### src/rtl/watchdog_map.svh
// Purpose: Constants of the watchdog command unit.
// Assumes: 20 MHz system clock.
// Notes: Offsets are byte addresses on the register bus.
`ifndef WATCHDOG_MAP_SVH
`define WATCHDOG_MAP_SVH
`define NETFN_APP_REQ 8'h18
`define NETFN_APP_RSP 8'h1c
`define CMD_RELOAD 8'h22
`define CMD_SET 8'h24
`define CMD_GET 8'h25
`define CC_OK 8'h00
`define CC_BAD_CMD 8'hc1
`define CC_BAD_LEN 8'hc7
`define SET_REQ_LEN 4'h9
`define RSP_LEN_SHORT 4'h4
`define RSP_LEN_GET 4'hc
`define REQ_MAX 9
`define USE_KEEP_MASK 8'hc7
`define ACT_KEEP_MASK 8'h77
`define FLAGS_VALID_MASK 8'h3e
`define USE_LOG_BIT 7
`define USE_KEEP_BIT 6
`define USE_RSP_MASK 8'h87
`define ACT_EXP_HARD_RESET 3'h1
`define ACT_EXP_POWER_DOWN 3'h2
`define ACT_EXP_POWER_CYCLE 3'h3
`define ACT_PRE_SYS_MGMT 3'h1
`define ACT_PRE_NMI 3'h2
`define ACT_PRE_MSG 3'h3
`define TICK_MS 100
`define CLK_HZ 20000000
`define TICK_CYCLES ((`CLK_HZ / 1000) * `TICK_MS)
`define TICKS_PER_SEC 16'h000a
`define OFS_CTRL 4'h0
`define OFS_STATUS 4'h4
`define CTRL_RESET 32'h0000_0001
`define CTRL_ACT_EN_BIT 0
`endif

### src/rtl/watchdog_pkg.sv
// Purpose: Types of the watchdog command unit.
// Assumes: Nothing beyond the constants header.
// Notes: Structs carry grouped pins.
package watchdog_pkg;
  typedef enum logic [1:0] {ST_RX, ST_EXEC, ST_TX} cmd_state_t;
  typedef struct packed {
    logic last;
    logic [7:0] data;
  } rx_byte_t;
  typedef struct packed {
    logic power_cycle;
    logic power_down;
    logic hard_reset;
  } expiry_act_t;
  typedef struct packed {
    logic messaging;
    logic nmi;
    logic system_management_interrupt;
  } pre_irq_t;
endpackage

### src/rtl/ipmi_watchdog_command_unit.sv
// Purpose: Watchdog timer serviced by IPMI-style byte messages.
// Assumes: Bytes arrive already de-framed, on the system clock.
// Notes: Wishbone holds an action enable and a read-only status word.
`timescale 1ns/1ps
`include "watchdog_map.svh"

// How it works
// - Request 18h 25h returns current configuration
// - Replies open 1C, bus, command, completion
// - Query byte 1 bit 7 is no-log
// - Bit 6 shows running only if set with keep-running, clear once expired
// - Timer use codes live in bits 2:0
// - Pre-timeout interrupt select in bits 6:4
// - Expiry action code in bits 2:0
// - Pre-timeout interval byte in whole seconds
// - Expiration flags per use, 1 clears
// - Initial count 16 bits, LSB first, 100ms
// - Query ends with remaining count, LSB first
// - Reload 22 restarts count, acks 1C 00 22 00
// - Set 24 carries six configuration bytes
// - Expiry clears running, zero count, sets flag
// - All command traffic moves as serial byte messages; Wishbone carries only control and status
// - Countdown at zero fires selected action
// - Keep-running set reloads only running timer
module ipmi_watchdog_command_unit #(
  parameter int TICK_CYCLES = `TICK_CYCLES
) (
  input wire logic clk_i,
  input wire logic rst_i,
  input wire logic rx_valid_i,
  input wire watchdog_pkg::rx_byte_t rx_i,
  output logic rx_ready_o,
  output logic tx_valid_o,
  output logic [7:0] tx_data_o,
  output logic tx_last_o,
  input wire logic tx_ready_i,
  output watchdog_pkg::expiry_act_t expiry_act_o,
  output watchdog_pkg::pre_irq_t pre_irq_o,
  output logic running_o,
  input wire logic wb_cyc_i,
  input wire logic wb_stb_i,
  input wire logic wb_we_i,
  input wire logic [3:0] wb_adr_i,
  input wire logic [3:0] wb_sel_i,
  input wire logic [31:0] wb_dat_i,
  output logic [31:0] wb_dat_o,
  output logic wb_ack_o
);

  ////////////////////////////////////////////////////////////////////////////
  // State.
  logic [7:0] req_reg [`REQ_MAX];
  logic [7:0] req_next [`REQ_MAX];
  logic [3:0] req_cnt_reg, req_cnt_next;
  watchdog_pkg::cmd_state_t state_reg, state_next;
  logic [3:0] tx_idx_reg, tx_idx_next;
  logic [3:0] tx_len_reg, tx_len_next;
  logic [7:0] tx_data_reg, tx_data_next;
  logic [7:0] cc_reg, cc_next;
  logic [7:0] use_reg, use_next;
  logic [7:0] act_reg, act_next;
  logic [7:0] pre_reg, pre_next;
  logic [7:0] flags_reg, flags_next;
  logic [15:0] init_reg, init_next;
  logic [15:0] present_reg, present_next;
  logic running_reg, running_next;
  logic pre_done_reg, pre_done_next;
  logic [31:0] presc_reg, presc_next;
  watchdog_pkg::expiry_act_t exp_reg, exp_next;
  watchdog_pkg::pre_irq_t pirq_reg, pirq_next;
  logic [31:0] ctrl_reg, ctrl_next;
  logic [31:0] wb_dat_reg, wb_dat_next;
  logic wb_ack_reg, wb_ack_next;
  logic tick;
  logic [7:0] flag_set;
  logic [7:0] flag_clr;
  logic [15:0] pre_ticks;

  ////////////////////////////////////////////////////////////////////////////
  // Response byte mux; configuration is read live when the byte before it is accepted, then held.
  function automatic logic [7:0] rsp_byte(input logic [3:0] idx);
    logic [7:0] b;
    b = 8'h00;
    case (idx)
      4'h0: b = `NETFN_APP_RSP;
      4'h1: b = req_reg[1];
      4'h2: b = req_reg[2];
      4'h3: b = cc_reg;
      4'h4: begin
        b = use_reg & `USE_RSP_MASK;
        b[`USE_KEEP_BIT] = use_reg[`USE_KEEP_BIT] & running_reg;
      end
      4'h5: b = act_reg;
      4'h6: b = pre_reg;
      4'h7: b = flags_reg;
      4'h8: b = init_reg[7:0];
      4'h9: b = init_reg[15:8];
      4'ha: b = present_reg[7:0];
      4'hb: b = present_reg[15:8];
      default: b = 8'h00;
    endcase
    return b;
  endfunction

  assign rx_ready_o = (state_reg == watchdog_pkg::ST_RX);
  assign tx_valid_o = (state_reg == watchdog_pkg::ST_TX);
  assign tx_last_o = tx_valid_o && (tx_idx_reg == tx_len_reg - 4'h1);
  assign tx_data_o = tx_data_reg;
  assign expiry_act_o = exp_reg;
  assign pre_irq_o = pirq_reg;
  assign running_o = running_reg;
  assign wb_dat_o = wb_dat_reg;
  assign wb_ack_o = wb_ack_reg;
  assign pre_ticks = 16'(pre_reg * `TICKS_PER_SEC);

  ////////////////////////////////////////////////////////////////////////////
  // Next-state logic.
  always_comb begin
    req_next = req_reg;
    req_cnt_next = req_cnt_reg;
    state_next = state_reg;
    tx_idx_next = tx_idx_reg;
    tx_len_next = tx_len_reg;
    tx_data_next = tx_data_reg;
    cc_next = cc_reg;
    use_next = use_reg;
    act_next = act_reg;
    pre_next = pre_reg;
    init_next = init_reg;
    present_next = present_reg;
    running_next = running_reg;
    pre_done_next = pre_done_reg;
    exp_next = '0;
    pirq_next = '0;
    flag_set = 8'h00;
    flag_clr = 8'h00;
    tick = 1'b0;
    ctrl_next = ctrl_reg;
    wb_dat_next = wb_dat_reg;
    wb_ack_next = 1'b0;

    // The prescaler runs free, so decrements are 100 ms apart but the first after a reload can come sooner.
    if (presc_reg == 32'(TICK_CYCLES - 1)) begin
      presc_next = 32'h0;
      tick = 1'b1;
    end else begin
      presc_next = presc_reg + 32'h1;
    end

    if (running_reg && tick) begin
      if (present_reg <= 16'h0001) begin
        present_next = 16'h0000;
        running_next = 1'b0;
        flag_set = (8'h01 << use_reg[2:0]) & `FLAGS_VALID_MASK;
        if (ctrl_reg[`CTRL_ACT_EN_BIT]) begin
          exp_next.hard_reset = (act_reg[2:0] == `ACT_EXP_HARD_RESET);
          exp_next.power_down = (act_reg[2:0] == `ACT_EXP_POWER_DOWN);
          exp_next.power_cycle = (act_reg[2:0] == `ACT_EXP_POWER_CYCLE);
        end
      end else begin
        present_next = present_reg - 16'h0001;
        if (!pre_done_reg && present_next == pre_ticks && pre_reg != 8'h00) begin
          pre_done_next = 1'b1;
          pirq_next.system_management_interrupt = (act_reg[6:4] == `ACT_PRE_SYS_MGMT);
          pirq_next.nmi = (act_reg[6:4] == `ACT_PRE_NMI);
          pirq_next.messaging = (act_reg[6:4] == `ACT_PRE_MSG);
        end
      end
    end

    case (state_reg)
      watchdog_pkg::ST_RX: begin
        if (rx_valid_i) begin
          if (req_cnt_reg < 4'(`REQ_MAX)) begin
            req_next[req_cnt_reg] = rx_i.data;
            req_cnt_next = req_cnt_reg + 4'h1;
          end
          if (rx_i.last) begin
            state_next = watchdog_pkg::ST_EXEC;
          end
        end
      end
      watchdog_pkg::ST_EXEC: begin
        cc_next = `CC_OK;
        tx_len_next = `RSP_LEN_SHORT;
        if (req_reg[0] != `NETFN_APP_REQ || req_cnt_reg < 4'h3) begin
          cc_next = `CC_BAD_CMD;
        end else if (req_reg[2] == `CMD_RELOAD) begin
          present_next = init_reg;
          running_next = 1'b1;
          pre_done_next = 1'b0;
        end else if (req_reg[2] == `CMD_SET) begin
          if (req_cnt_reg < `SET_REQ_LEN) begin
            cc_next = `CC_BAD_LEN;
          end else begin
            use_next = req_reg[3] & `USE_KEEP_MASK;
            act_next = req_reg[4] & `ACT_KEEP_MASK;
            pre_next = req_reg[5];
            flag_clr = req_reg[6] & `FLAGS_VALID_MASK;
            init_next = {req_reg[8], req_reg[7]};
            pre_done_next = 1'b0;
            if (req_reg[3][`USE_KEEP_BIT]) begin
              if (running_reg) begin
                present_next = {req_reg[8], req_reg[7]};
              end
            end else begin
              running_next = 1'b0;
            end
          end
        end else if (req_reg[2] == `CMD_GET) begin
          tx_len_next = `RSP_LEN_GET;
        end else begin
          cc_next = `CC_BAD_CMD;
        end
        tx_idx_next = 4'h0;
        tx_data_next = `NETFN_APP_RSP;
        req_cnt_next = 4'h0;
        state_next = watchdog_pkg::ST_TX;
      end
      watchdog_pkg::ST_TX: begin
        if (tx_ready_i) begin
          if (tx_idx_reg == tx_len_reg - 4'h1) begin
            state_next = watchdog_pkg::ST_RX;
          end else begin
            tx_idx_next = tx_idx_reg + 4'h1;
            tx_data_next = rsp_byte(tx_idx_reg + 4'h1);
          end
        end
      end
      default: state_next = watchdog_pkg::ST_RX;
    endcase

    // An expiry in the same cycle as a clear mask leaves its flag set.
    flags_next = (flags_reg & ~flag_clr) | flag_set;

    // Wishbone slave, one wait state; unmapped reads return zero.
    if (wb_cyc_i && wb_stb_i && !wb_ack_reg) begin
      wb_ack_next = 1'b1;
      wb_dat_next = 32'h0;
      if (wb_adr_i == `OFS_CTRL) begin
        if (wb_we_i && wb_sel_i[0]) begin
          ctrl_next[0] = wb_dat_i[0];
        end
        wb_dat_next = ctrl_reg;
      end else if (wb_adr_i == `OFS_STATUS) begin
        wb_dat_next = {7'h0, running_reg, flags_reg, present_reg};
      end
    end
  end

  ////////////////////////////////////////////////////////////////////////////
  // Registers.
  always_ff @(posedge clk_i) begin
    if (rst_i) begin
      for (int i = 0; i < `REQ_MAX; i++) begin
        req_reg[i] <= 8'h00;
      end
      req_cnt_reg <= 4'h0;
      state_reg <= watchdog_pkg::ST_RX;
      tx_idx_reg <= 4'h0;
      tx_len_reg <= `RSP_LEN_SHORT;
      tx_data_reg <= 8'h00;
      cc_reg <= `CC_OK;
      use_reg <= 8'h00;
      act_reg <= 8'h00;
      pre_reg <= 8'h00;
      flags_reg <= 8'h00;
      init_reg <= 16'h0000;
      present_reg <= 16'h0000;
      running_reg <= 1'b0;
      pre_done_reg <= 1'b0;
      presc_reg <= 32'h0;
      exp_reg <= '0;
      pirq_reg <= '0;
      ctrl_reg <= `CTRL_RESET;
      wb_dat_reg <= 32'h0;
      wb_ack_reg <= 1'b0;
    end else begin
      req_reg <= req_next;
      req_cnt_reg <= req_cnt_next;
      state_reg <= state_next;
      tx_idx_reg <= tx_idx_next;
      tx_len_reg <= tx_len_next;
      tx_data_reg <= tx_data_next;
      cc_reg <= cc_next;
      use_reg <= use_next;
      act_reg <= act_next;
      pre_reg <= pre_next;
      flags_reg <= flags_next;
      init_reg <= init_next;
      present_reg <= present_next;
      running_reg <= running_next;
      pre_done_reg <= pre_done_next;
      presc_reg <= presc_next;
      exp_reg <= exp_next;
      pirq_reg <= pirq_next;
      ctrl_reg <= ctrl_next;
      wb_dat_reg <= wb_dat_next;
      wb_ack_reg <= wb_ack_next;
    end
  end

endmodule

### config.mk
export PLATFORM = sky130hd
export DESIGN_NAME = ipmi_watchdog_command_unit
export DESIGN_NICKNAME = d
export VERILOG_FILES = /design/src/rtl/watchdog_pkg.sv /design/src/rtl/ipmi_watchdog_command_unit.sv
export VERILOG_INCLUDE_DIRS = /design/src /design/src/rtl
export SDC_FILE = /design/constraint.sdc
export NUM_CORES = 1
export LEC_CHECK = 0
export BUFFER_PORTS_ARGS = -buffer_cell sky130_fd_sc_hd__buf_2
export CORE_MARGIN = 3
export CORE_UTILIZATION = 30
export DETAILED_ROUTE_END_ITERATION = 10
export PLACE_DENSITY = 0.54
export SYNTH_ARGS = -nofsm -noshare
export SYNTH_HDL_FRONTEND = slang
export SYNTH_SLANG_ARGS = --single-unit
export TNS_END_PERCENT = 50
### constraint.sdc
create_clock -name clk_i -period 2.5 [get_ports clk_i]
set_input_delay 0.125 -clock clk_i [delete_from_list [all_inputs] [get_ports clk_i]]
set_output_delay 0.125 -clock clk_i [all_outputs]
set_load 0.005 [all_outputs]
==> results.sh <==
export IMPL_vias_per_cell=5.18
export IMPL_rsz0062_at_grt="yes"
export IMPL_hp_start="rx_i[3]"
export IMPL_die_x_um=188
export IMPL_drc=0
export IMPL_htreeDepth=1
export IMPL_vias=9186
export IMPL_grt_max_degree=74
export IMPL_clkTransAtPathRegs_ns=0.06
export IMPL_end_kind="flop"
export IMPL_reg2reg_depth=10
export IMPL_fillCellCount=3291
export IMPL_syn_area_mm2=0.00994
export IMPL_r2r_slack_ns=-0.08
export IMPL_fin_crit_ns=2.58
export IMPL_cts_root_buf="clkbuf_16"
export IMPL_synthCells=1181
export IMPL_cts_buffers_inserted=23
export IMPL_critPathArrivalTime_ns=3.02
export IMPL_worstSetupStartpointType="flop"
export IMPL_tightestPinTransition_ns=0.626
export IMPL_clk_latency_ns=0.52
export IMPL_worstReg2RegStart="pre_reg[3]"
export IMPL_post_dp_cell_area_mm2=0.0114
export IMPL_portBuffers=62
export IMPL_maxSlewViolCount=0
export IMPL_power_leakage_nw=4.86
export IMPL_ios=107
export IMPL_period_share=1.03
export IMPL_postSynthAreaPerCell_um2=8.42
export IMPL_synth_edff_count=0
export IMPL_seq_area_mm2=0.00411
export IMPL_clkSinkCount=205
export IMPL_yosysTopAreaCell="dfxtp_1"
export IMPL_synthTopCellsByArea="dfxtp_1 41%, nand2_1 5.7%, nor2_1 5.2%"
export IMPL_gp_congestion=0.884
export IMPL_synth_top_area_frac=0.413
export IMPL_place_inst=1719
export IMPL_cts_tree="built"
export IMPL_ys_async_sr_fraction=0
export IMPL_syn_to_final_growth_pct=26.5
export IMPL_synth_flop_cell="dfxtp_1"
export IMPL_status="finished, violations left"
export IMPL_crit_fanout=4
export IMPL_path_class="reg -> reg"
export IMPL_setup_ws_ns=-0.0760
export IMPL_die_area_mm2=0.0354
export IMPL_hold_path_class="in -> reg"
export IMPL_holdPathEnd="req_reg[11]"
export IMPL_cp_required_ns=2.94
export IMPL_antenna_found_initial=1
export IMPL_synth_seq_cells=205
export IMPL_gr_usage_all_layers=0.178
export IMPL_stdcell_area_mm2=0.0126
export IMPL_row_count=66
export IMPL_drive_gt1_frac=0.219
export IMPL_finalHoldViolations=0
export IMPL_largest_reg_flops=64
export IMPL_grt_pass1_wl_um=50300
export IMPL_ir_drop_uv=457
export IMPL_multi_input_area_mm2=0.00559
export IMPL_max_cap_viol_count=0
export IMPL_rr_endpoint="pre_irq_o[1]"
export IMPL_drt_iter0_drc=798
export IMPL_ys_types=80
export IMPL_start_util=0.305
export IMPL_insertedDiodeCount=0
export IMPL_drt_wirelength_per_cell_um=18.4
export IMPL_clock_skew_ns=0.0112
export IMPL_violations="negative setup slack"
export IMPL_yosysSeqAreaShare=0.413
export IMPL_hold_depth=3
export IMPL_setup_violations=3
export IMPL_grt_pass1_vias=8711
export IMPL_slew_headroom=0.583
export IMPL_drt_pass1_iter_count=5
export IMPL_power_density_mw_per_mm2=581
export IMPL_dp_hpwl_um=23300
export IMPL_fp_dieH_um=188
export IMPL_grt_overflow_total=0
export IMPL_fmax_mhz=388
export IMPL_clock_path_buffers=3
export IMPL_fin_nets=1395
export IMPL_ant_nets=0
export IMPL_coreArea_mm2=0.0326
export IMPL_routed_wl_um=32700
export IMPL_yosysWarningCount=0
export IMPL_final_cells=1772
==> through the flow <==
step	hold WS [ns]	total power [mW]	TNS (ns)	utilization	setup WS [ns]
after global placement	0.370	3.72	-0.661	0.349	-0.133
after CTS	0.00212	7.39	-0.344	0.380	-0.118
after detailed placement	0.375	3.72	-0.855	0.349	-0.156
final	0.0260	7.31	-0.133	0.386	-0.0760
after global routing	0.0141	7.55	-0.591	0.386	-0.167
after floorplan	0.269	3.59	0	-	0.0674
==> how the worst max path moves through the flow <==
stage                     from         endpoint  slack, ns  depth (start not counted)
floorplan           pre_reg[3]     pre_irq_o[1]       0.07                         11
global route        pre_reg[3]     pre_irq_o[1]      -0.17                         10
CTS                 pre_reg[3]     pre_irq_o[1]      -0.12                         12
finish              pre_reg[3]     pre_irq_o[1]      -0.08                         10
detailed placement  pre_reg[1]     pre_irq_o[1]      -0.16                         11
global placement          flop  expiry_act_o[2]      -0.13                         10
==> synthesized netlist by cell type, types with 12 or more instances <==
cell type	number
nor2_1	137
a22oi_1	39
clkbuf_1	69
nor3_1	21
nand2_1	150
and2_1	15
ha_1	25
mux2i_1	37
inv_1	23
nand4_1	13
a21oi_1	101
dfxtp_1	205
xor2_1	26
xnor2_1	30
buf_4	12
and3_1	20
a32oi_1	16
nor2b_1	13
nand3_1	54
==> worst max-delay path: stages, from the launching register on <==
cell	delay, ns
dfxtp_2	0.34
buf_4	0.15
ha_1	0.33
ha_4	0.31
nor2b_2	0.18
o22ai_2	0.11
xnor2_2	0.15
xnor2_1	0.15
nor4b_2	0.39
nand4_2	0.19
nor3b_2	0.20
==> cell type report <==
class / instances / area share
clock buffer: 35 / 0.0565
clock inverter: 7 / 0.00925
inverter: 23 / 0.00686
multi-input combinational: 866 / 0.444
timing repair buffer: 194 / 0.112
sequential: 205 / 0.327
tap: 442 / 0.0440
==> layer usage <==
metal	track usage	routed length [µm]	vias up
li1	-	-	4449
met4	0.0603	1020	0
met5	0	0	-
met3	0.0348	2140	63
met2	0.287	15000	294
met1	0.238	14500	4380
==> where the power goes <==
part	switching (mW)	total [mW]	internal (mW)	leakage, nW
registers	0.0215	3.32	3.30	1.66
logic	0.218	0.344	0.125	2.80
clock network	1.38	3.64	2.27	0.407
total	1.62	7.31	5.69	4.86
==> cells in the final DEF, fill, tap and decap left out, types with 16 or more instances in the layout <==
master	instances
mux2i_1	37
buf_4	117
nor2_1	135
inv_1	22
ha_1	19
a22oi_1	39
nand2_1	150
a32oi_1	16
buf_2	61
xor2_1	25
and3_1	20
dfxtp_1	199
clkbuf_16	24
nor3_1	17
nand3_1	53
a21oi_1	101
xnor2_1	29
==> logic make-up after synthesis <==
kind of cell               after synthesis  share of synthesized area
other                                    1                   0.000377
and+or+nand+nor                        494                      0.246
muxes                                   38                     0.0384
AOI/OAI and AO/OA                      242                      0.167
adders and majority gates               26                     0.0335
DFF                                    205                      0.413
buffers and inverters                  119                     0.0530
xor gates and xnor gates                56                     0.0493
==> timing repair <==
action	4_1_cts	5_1_grt
pin swaps	9	17
cloned	0	1
resized for setup	20	30
buffers inserted	1	2
setup endpoints to repair	14	26
hold buffers	8	0
endpoints found under the hold margin	7	0
Note: power is estimated with default switching activity, not from simulation.
